## src/common/adc_seq_consts.svh

```systemverilog
// How it works
// - channel count picks one, two or four channels
// - scan bits add inputs to the scan list
// - missing scanned input converts low reference
// - aux negative codes 0x pick low reference
// - six-input part: aux select routes inputs 3..5
// - four-input part: aux select routes input 3 only
// - aux select zero routes inputs 0..2
// - main select code picks input by index
// - digital pin: read enabled, mux grounded
// - analog pin: read disabled, pin sampled
// - config bits stored even for missing inputs
// - power disable forces all pins digital
// - rc clock select ignores the divisor
// - unimplemented bits ignore writes, read zero
// - twelve-bit mode selects single channel operation
// - trigger 111 lets auto-sample counter end sampling
`ifndef ADC_SEQ_CONSTS_SVH
`define ADC_SEQ_CONSTS_SVH
`define ADDR_SEQ_CTRL    4'h0
`define ADDR_TIMING      4'h1
`define ADDR_AUX_SEL     4'h2
`define ADDR_MAIN_SEL    4'h3
`define ADDR_SCAN_SEL    4'h4
`define ADDR_PIN_CFG     4'h5
`define ADDR_MODE_CTRL   4'h6
`define ADDR_IRQ_STATUS  4'h7
`define ADDR_IRQ_MASK    4'h8
`define MASK_SEQ_CTRL    16'h0_73f
`define MASK_TIMING      16'h9_fff
`define MASK_AUX_SEL     16'h0_707
`define MASK_MAIN_SEL    16'h9_f9f
`define MASK_SIX_BITS    16'h0_03f
`define MASK_MODE_CTRL   16'h0_0ff
`define MASK_IRQ         16'h0_003
`define TRIG_AUTO        3'h7
`define DIV_MAX_VALID    8'h3f
`define INPUTS_SMALL     3'h4
`define INPUTS_LARGE     3'h6
`define SEL_LOW_REF      5'h1f
`define SEL_NONE         5'h1e
`endif

```

## src/common/adc_seq_pkg.sv

```systemverilog
package adc_seq_pkg;
    typedef struct packed {
        logic [4:0] pos0;
        logic [4:0] pos1;
        logic [4:0] pos2;
        logic [4:0] pos3;
        logic       aux_neg_low_ref;
        logic [2:0] channels;
    } route_type;
    typedef enum logic [1:0] {
        ph_idle,
        ph_sample,
        ph_convert
    } phase_type;
endpackage : adc_seq_pkg

```

## src/adc_seq_core.sv

```systemverilog
`timescale 1ns/100ps
`include "adc_seq_consts.svh"
module adc_seq_core
    import adc_seq_pkg::*;
(
    input  wire logic        clock,
    input  wire logic        rst,
    input  wire logic [3:0]  addr,
    input  wire logic [15:0] wdata,
    input  wire logic        wr,
    input  wire logic        rd,
    output logic      [15:0] rdata,
    input  wire logic        six_input_part,
    input  wire logic        converter_power_disable,
    input  wire logic        rc_clock_tick,
    input  wire logic        sample_start,
    input  wire logic        trigger_event,
    input  wire logic        conversion_done,
    output logic      [5:0]  pin_digital,
    output logic      [5:0]  port_read_enable,
    output logic      [5:0]  mux_grounded,
    output logic             conv_clock_tick,
    output logic             end_sample,
    output route_type        route,
    output logic      [5:0]  scan_list,
    output logic      [4:0]  scan_selected,
    output logic             scan_low_ref,
    output logic             irq
);
    logic [15:0] seq_q, seq_d, tim_q, tim_d, aux_q, aux_d;
    logic [15:0] main_q, main_d, scan_q, scan_d, pin_q, pin_d;
    logic [15:0] mode_q, mode_d, stat_q, stat_d, mask_q, mask_d;
    logic [15:0] rdata_d;
    logic [7:0]  div_cnt_q, div_cnt_d;
    logic [4:0]  smp_cnt_q, smp_cnt_d;
    logic [3:0]  seq_cnt_q, seq_cnt_d;
    logic [2:0]  scan_idx_q, scan_idx_d;
    logic        alt_q, alt_d;
    phase_type   phase_q, phase_d;
    route_type   route_q, route_d;
    logic [5:0]  pin_q6_q, pin_d6;
    logic [5:0]  port_q, mux_q;

    // mode register: bit 7 twelve-bit, 6:4 trigger, 3 alternate
    wire        twelve_bit_mode = mode_q[7];
    wire [2:0]  conversion_trigger_source = mode_q[6:4];
    wire        alternate_sample = mode_q[3];
    wire        scan_enable = seq_q[10];
    wire [1:0]  channel_count_select = seq_q[9:8];
    wire [3:0]  sequences_per_interrupt = seq_q[5:2];
    wire        internal_rc_clock_select = tim_q[15];
    wire [4:0]  auto_sample_duration = tim_q[12:8];
    wire [7:0]  conversion_clock_divisor = tim_q[7:0];
    wire        use_b = alternate_sample & alt_q;
    wire [1:0]  aux_neg = use_b ? aux_q[10:9] : aux_q[2:1];
    wire        aux_pos = use_b ? aux_q[8] : aux_q[0];
    wire [4:0]  main_pos = use_b ? main_q[12:8] : main_q[4:0];
    wire [2:0]  n_inputs = six_input_part ? `INPUTS_LARGE
                                          : `INPUTS_SMALL;
    wire [5:0]  present = six_input_part ? 6'h3f : 6'h0f;
    wire [5:0]  pin_cfg = pin_q[5:0] | ~present;
    wire [5:0]  digital = converter_power_disable ? 6'h3f
                                                  : pin_cfg;
    wire        wr_seq  = wr && addr == `ADDR_SEQ_CTRL;
    wire        wr_tim  = wr && addr == `ADDR_TIMING;
    wire        wr_aux  = wr && addr == `ADDR_AUX_SEL;
    wire        wr_main = wr && addr == `ADDR_MAIN_SEL;
    wire        wr_scan = wr && addr == `ADDR_SCAN_SEL;
    wire        wr_pin  = wr && addr == `ADDR_PIN_CFG;
    wire        wr_mode = wr && addr == `ADDR_MODE_CTRL;
    wire        wr_mask = wr && addr == `ADDR_IRQ_MASK;
    wire        rd_stat = rd && addr == `ADDR_IRQ_STATUS;
    wire        div_reserved = conversion_clock_divisor > `DIV_MAX_VALID;
    wire        sys_tick = (div_cnt_q == conversion_clock_divisor)
                           && !div_reserved;
    wire        conversion_clock_period = internal_rc_clock_select ? rc_clock_tick
                                               : sys_tick;
    wire        auto_mode = conversion_trigger_source == `TRIG_AUTO;
    wire        smp_over = auto_mode
                    ? (smp_cnt_q == auto_sample_duration)
                    : trigger_event;
    wire        seq_end = phase_q == ph_convert && conversion_done;
    wire        irq_event = seq_end
                    && seq_cnt_q == sequences_per_interrupt;
    wire        scan_miss = scan_idx_q >= n_inputs;
    wire [2:0]  scan_next = (scan_idx_q == 3'h5) ? 3'h0
                                                 : scan_idx_q + 3'h1;

    // writes store only implemented bits; reads of holes give zero
    assign seq_d  = wr_seq  ? (wdata & `MASK_SEQ_CTRL)
                            : seq_q;
    assign tim_d  = wr_tim  ? (wdata & `MASK_TIMING) : tim_q;
    assign aux_d  = wr_aux  ? (wdata & `MASK_AUX_SEL) : aux_q;
    assign main_d = wr_main ? (wdata & `MASK_MAIN_SEL) : main_q;
    assign scan_d = wr_scan ? (wdata & `MASK_SIX_BITS) : scan_q;
    assign pin_d  = wr_pin  ? (wdata & `MASK_SIX_BITS) : pin_q;
    assign mode_d = wr_mode ? (wdata & `MASK_MODE_CTRL) : mode_q;
    assign mask_d = wr_mask ? (wdata & `MASK_IRQ) : mask_q;
    // set wins over the read-clear
    assign stat_d = ((rd_stat ? 16'h0_000 : stat_q)
                    | {14'h0_000, scan_miss && seq_end, irq_event});
    assign div_cnt_d = (sys_tick || div_reserved) ? 8'h0_0
                                                  : div_cnt_q + 8'h0_1;

    // channel count reads zero while in twelve-bit mode
    wire [15:0] seq_rd = twelve_bit_mode ? (seq_q & 16'hf_cff)
                                         : seq_q;
    assign rdata_d =
        !rd                          ? 16'h0_000 :
        (addr == `ADDR_SEQ_CTRL)     ? seq_rd :
        (addr == `ADDR_TIMING)       ? tim_q :
        (addr == `ADDR_AUX_SEL)      ? aux_q :
        (addr == `ADDR_MAIN_SEL)     ? main_q :
        (addr == `ADDR_SCAN_SEL)     ? scan_q :
        (addr == `ADDR_PIN_CFG)      ? pin_q :
        (addr == `ADDR_MODE_CTRL)    ? mode_q :
        (addr == `ADDR_IRQ_STATUS)   ? stat_q :
        (addr == `ADDR_IRQ_MASK)     ? mask_q : 16'h0_000;

    // phase sequencer
    always_comb begin
        phase_d   = phase_q;
        smp_cnt_d = smp_cnt_q;
        seq_cnt_d = seq_cnt_q;
        alt_d     = alt_q;
        scan_idx_d = scan_idx_q;
        case (phase_q)
            ph_idle: begin
                smp_cnt_d = 5'h0_0;
                if (sample_start && !converter_power_disable) begin
                    phase_d = ph_sample;
                end
            end
            ph_sample: begin
                if (smp_over) begin
                    phase_d = ph_convert;
                end else if (conversion_clock_period) begin
                    smp_cnt_d = smp_cnt_q + 5'h0_1;
                end
            end
            ph_convert: begin
                if (conversion_done) begin
                    phase_d = ph_idle;
                    alt_d = ~alt_q;
                    scan_idx_d = scan_next;
                    seq_cnt_d = irq_event ? 4'h0
                                          : seq_cnt_q + 4'h1;
                end
            end
            default: phase_d = ph_idle;
        endcase
    end

    // input routing
    always_comb begin
        route_d = '0;
        route_d.channels = twelve_bit_mode ? 3'h1 :
            channel_count_select[1] ? 3'h4 :
            channel_count_select[0] ? 3'h2 : 3'h1;
        route_d.pos0 = (scan_enable && scan_q[scan_idx_q])
            ? (scan_miss ? `SEL_LOW_REF
                         : {2'h0, scan_idx_q})
            : main_pos;
        if (!scan_enable && main_pos >= {2'h0, n_inputs}) begin
            route_d.pos0 = `SEL_NONE;
        end
        route_d.pos1 = `SEL_NONE;
        route_d.pos2 = `SEL_NONE;
        route_d.pos3 = `SEL_NONE;
        if (!twelve_bit_mode) begin
            route_d.aux_neg_low_ref = !aux_neg[1];
            if (!aux_pos) begin
                route_d.pos1 = 5'h0_0;
                route_d.pos2 = 5'h0_1;
                route_d.pos3 = 5'h0_2;
            end else if (six_input_part) begin
                route_d.pos1 = 5'h0_3;
                route_d.pos2 = 5'h0_4;
                route_d.pos3 = 5'h0_5;
            end else begin
                route_d.pos1 = 5'h0_3;
            end
        end
    end

    assign pin_d6 = digital;

    always_ff @(posedge clock) begin
        if (rst) begin
            seq_q <= '0;
            tim_q <= '0;
            aux_q <= '0;
            main_q <= '0;
            scan_q <= '0;
            pin_q <= '0;
            mode_q <= '0;
            stat_q <= '0;
            mask_q <= '0;
            rdata <= '0;
            div_cnt_q <= '0;
            smp_cnt_q <= '0;
            seq_cnt_q <= '0;
            scan_idx_q <= '0;
            alt_q <= 1'b0;
            phase_q <= ph_idle;
            route_q <= '0;
            pin_q6_q <= 6'h3f;
            port_q <= 6'h3f;
            mux_q <= 6'h3f;
        end else begin
            seq_q <= seq_d;
            tim_q <= tim_d;
            aux_q <= aux_d;
            main_q <= main_d;
            scan_q <= scan_d;
            pin_q <= pin_d;
            mode_q <= mode_d;
            stat_q <= stat_d;
            mask_q <= mask_d;
            rdata <= rdata_d;
            div_cnt_q <= div_cnt_d;
            smp_cnt_q <= smp_cnt_d;
            seq_cnt_q <= seq_cnt_d;
            scan_idx_q <= scan_idx_d;
            alt_q <= alt_d;
            phase_q <= phase_d;
            route_q <= route_d;
            pin_q6_q <= pin_d6;
            port_q <= pin_d6;
            mux_q <= pin_d6;
        end
    end

    assign pin_digital = pin_q6_q;
    assign port_read_enable = port_q;
    assign mux_grounded = mux_q;
    assign conv_clock_tick = conversion_clock_period;
    assign end_sample = phase_q == ph_sample && smp_over;
    assign route = route_q;
    assign scan_list = scan_q[5:0];
    assign scan_selected = route_q.pos0;
    assign scan_low_ref = route_q.pos0 == `SEL_LOW_REF;
    assign irq = |(stat_q & mask_q);
endmodule : adc_seq_core

```

## config.mk

```make
export PLATFORM = sky130hd
export DESIGN_NAME = adc_seq_core
export DESIGN_NICKNAME = d
export VERILOG_FILES = /design/src/common/adc_seq_pkg.sv /design/src/adc_seq_core.sv
export VERILOG_INCLUDE_DIRS = /design/src /design/src/common
export SDC_FILE = /design/constraint.sdc
export NUM_CORES = 1
export LEC_CHECK = 0
export ABC_AREA = 0
export BUFFER_PORTS_ARGS = -buffer_cell sky130_fd_sc_hd__buf_2
export CORE_MARGIN = 4
export CORE_UTILIZATION = 40
export CTS_BUF_LIST = sky130_fd_sc_hd__clkbuf_8
export DETAILED_ROUTE_END_ITERATION = 12
export PLACE_DENSITY = 0.63
export SETUP_SLACK_MARGIN = 0.15
export SLEW_MARGIN = 20
export SYNTH_ARGS = -nofsm -noshare
export SYNTH_HDL_FRONTEND = slang
export SYNTH_SLANG_ARGS = --single-unit
```

## constraint.sdc

```tcl
create_clock -name clock -period 3.9 [get_ports clock]
set_input_delay 0.585 -clock clock [delete_from_list [all_inputs] [get_ports clock]]
set_output_delay 0.585 -clock clock [all_outputs]
set_load 0.01 [all_outputs]
```

==> summary.md <==
| Metric | Value |
|---|---|
| Outcome | completed |
| Largest net degree at the start of global routing | 55 |
| Worst Tran Pin Value | 844 ps |
| Share of cells above drive strength 1 | 20.9% |
| Post-route ant nets | 0 |
| Drt drc | 0 |
| Clk root buf | clkbuf_8 |
| Hold path startpoint | wdata[15] |
| CP endpoint kind | primary output |
| I/O Pins | 103 |
| Leak Pwr | 0.00258 µW |
| Synth cell types | 53 |
| Synth Register Bits | 124 |
| Avg Synthesized Cell Area | 8.67 µm² |
| Worst skew pair latency | 440 ps |
| Horiz. Die Dim | 126 µm |
| Die area | 0.0158 mm² |
| Initial Util | 41.5% |
| Total gr overflow | 0 |
| Hold endpoint | main_q[15] |
| Ys flop type | dfxtp_1 |
| NetSw | 678 µW |
| Mapped Area | 0.00556 mm² |
| Sw Share | 25.5% |
| Gpl congestion | 0.903 |
| Compound-gate portion of the synthesized area | 11.9% |
| Final Max Slew Viols | 0 |
| Largest cells by area after synthesis | dfxtp_1, mux2i_1, nand2_1, a21oi_1, nor2_1 |
| Pwr Density | 419 mW/mm² |
| Post-synth top area share | 44.7% |
| CP max FO | 3 |
| Clk buf depth | 2 |
| All-Layer GR Usage | 18.2% |
| Worst R2R End | scan_selected[0] |
| Yosys warnings | 0 |
| R2R setup slack | 1830 ps |
| DR WL/cell | 16.6 µm |
| Worst reg2reg path startpoint | mode_q[3] |
| Row count | 42 |
| Synthesized instance count | 641 |
| EDFF count, synth | 0 |
| Initial detailed-routing violation count | 332 |
| Fin crit period | 2420 ps |
| Critical path class | register to primary output |
| Arrival @ worst endpoint | 1840 ps |
| Post-CTS Setup Bufs | 0 |
| H-tree lvl count | 4 |
| Cts hold-fix bufs | 0 |
| Multiplexer share of the synthesized area | 10.2% |
| Area growth syn-to-layout | 14.1% |
| Largest family of logic cells by synthesized area | simple AND/OR/NAND/NOR gates |
| TritonCTS clock tree | done |
| Clk pin slew, worst setup/hold paths | 80 ps |
| Fillers | 1306 |
| Commonest non-fill, non-tap cells in the layout | dfxtp_1, buf_2, nand2_1 |
| Comb power frac | 7.1% |
| Initial antenna violation count | 0 |
| Total CTS buffers | 17 |
| Clock Skews | 15.9 ps |
| Rel. slew slack | 43.7% |
| HPWL after detailed placement | 10400 µm |
| Via density per instance | 5.28 |
| # setup viols final | 0 |
| Core outline area | 0.0134 mm² |
| FFs w/ async S/R, synth | 0% |
| Clock share of power | 43.8% |
| Tcrit/Tclk final | 62.1% |
| Synthesized-area fraction occupied by adder cells | 1.13% |
| Kind of start point of the critical path | register |
| Max-cap violation count | 0 |
| Register area share after synthesis | 44.7% |
| Port Buf Inserts | 98 |
| Final Instance Area | 0.00634 mm² |
| Maximum clock frequency | 413 MHz |
| Nets | 731 |
| Placed inst area | 0.00593 mm² |
| Routed WL | 14700 µm |
| Leading cell type in the layout, fill and taps excluded | dfxtp_1 |
| Post_cts resized | 0 |
| Sequential power share | 49.1% |
| CTS Sinks | 124 |
| Unrepaired setup endpoints after global routing | false |
| Peak supply drop | 0.161 mV |
| Simple-Gate Fraction of Synth Area | 20.9% |
| Total internal power | 1980 µW |
| Total vias in the final route | 4672 |
| Die Y | 126 µm |
| DRT Pass-1 Iters | 5 |
| Worst hold path class | primary input to register |
| Min-Delay Path Depth | 3 |
| Fin. Hold Viols | 0 |
| Worst EP required | 3310 ps |
| Yosys top cell by area | dfxtp_1 |
| Sum of negative setup slack | 0 ps |
| First-pass GRT wire length | 23100 µm |
| Post-synthesis xor/xnor area fraction | 4.26% |
| ANT cells | 0 |
| Vias in the first global route | 4342 |
| R2R depth | 7 |
==> how the worst max path moves through the flow <==
| stage | startpoint | end | cells after the start |
|---|---|---|---|
| CTS | div_cnt_q[0] | conv_clock_tick | 4 |
| detailed placement | addr[1] | mode_q[1] | 5 |
| global route | div_cnt_q[0] | conv_clock_tick | 4 |
| global placement | addr[1] | mode_q[0] | 5 |
| finish | tim_q[4] | conv_clock_tick | 4 |
| floorplan | addr[0] | rdata[2] | 7 |
==> power by group through the flow <==
stage                     clock network, µW  logic, µW  registers, µW
after floorplan                           0        127           1330
after global placement                    0        185           1330
after detailed placement                  0        187           1330
after CTS                              1190        188           1300
after global routing                   1250        205           1310
final                                  1160        189           1300
==> registers in the layout, indices dropped and copies added (netlist names), 4 cells and up <==
register and flops:
seq_q 9, pin_q 6, mode_q 8, seq_cnt_q 4, aux_q 6, scan_q 6, smp_cnt_q 5, route 11
tim_q 14, scan_selected 5, div_cnt_q 8, mux_grounded 6, main_q 12, rdata 14
==> through the flow <==
| stage | std cells | util, % | worst slack, ps | hold slack, ps | power [µW] |
|---|---|---|---|---|---|
| after floorplan | 642 | - | 2030 | 432 | 1460 |
| after global placement | 853 | 44.2 | 1250 | 444 | 1520 |
| after detailed placement | 853 | 44.2 | 1180 | 451 | 1520 |
| after CTS | 885 | 47.3 | 1480 | 367 | 2680 |
| after global routing | 885 | 47.3 | 1420 | 365 | 2760 |
| final | 885 | 47.3 | 1480 | 397 | 2660 |
==> cell families (layout without fill, tap and decap cells) <==
| logic type | count (synthesis) | in the layout |
|---|---|---|
| buffers and inverters | 71 | 138 |
| XOR/XNOR | 27 | 27 |
| AO/OA/AOI/OAI | 110 | 110 |
| AND/OR/NAND/NOR | 250 | 250 |
| other | 1 | 2 |
| flip-flops | 124 | 124 |
| adder cells (fa/ha/maj) | 5 | 5 |
| multiplexers | 53 | 53 |
==> per-layer routing <==
| metal | up-vias | global-route usage [%] | share of wire [%] |
|---|---|---|---|
| li1 | 2287 | - | - |
| met1 | 2206 | 23.8 | 45 |
| met2 | 158 | 29.5 | 47 |
| met3 | 21 | 5.25 | 6.3 |
| met4 | 0 | 5.05 | 1.5 |
| met5 | - | 0 | 0 |
==> synth_stat cells, types with 3 or more instances <==
library cell,n
dfxtp_1,124
nand2_1,88
nor2_1,67
a21oi_1,64
mux2i_1,43
buf_4,28
clkbuf_1,26
nand3_1,23
nor3_1,16
o21ai_0,16
xor2_1,14
xnor2_1,13
or3_1,11
buf_2,8
mux2_2,8
nand2b_1,8
nand4_1,8
nor2b_1,6
a22oi_1,5
and3_1,5
ha_1,5
inv_1,5
nand3b_1,5
a2111oi_0,3
a221oi_1,3
buf_1,3
nor3b_1,3
==> critical path, cell delays in order (launching register included) <==
cell and delay (ps):
dfxtp_1 450, xnor2_1 150, nand4_1 190, o31ai_4 410, buf_2 200
==> cell type report <==
class | count | area, µm² | share of cell area, %
inverters | 6 | 22.5 | 0.355
multi-input cells | 447 | 2700 | 42.5
repair buffers | 100 | 505 | 7.98
well taps | 176 | 220 | 3.48
clock inverters | 15 | 176 | 2.78
flip-flops and latches | 124 | 2480 | 39.2
clock buffers | 17 | 234 | 3.69
(Power assumes the default switching activity.)
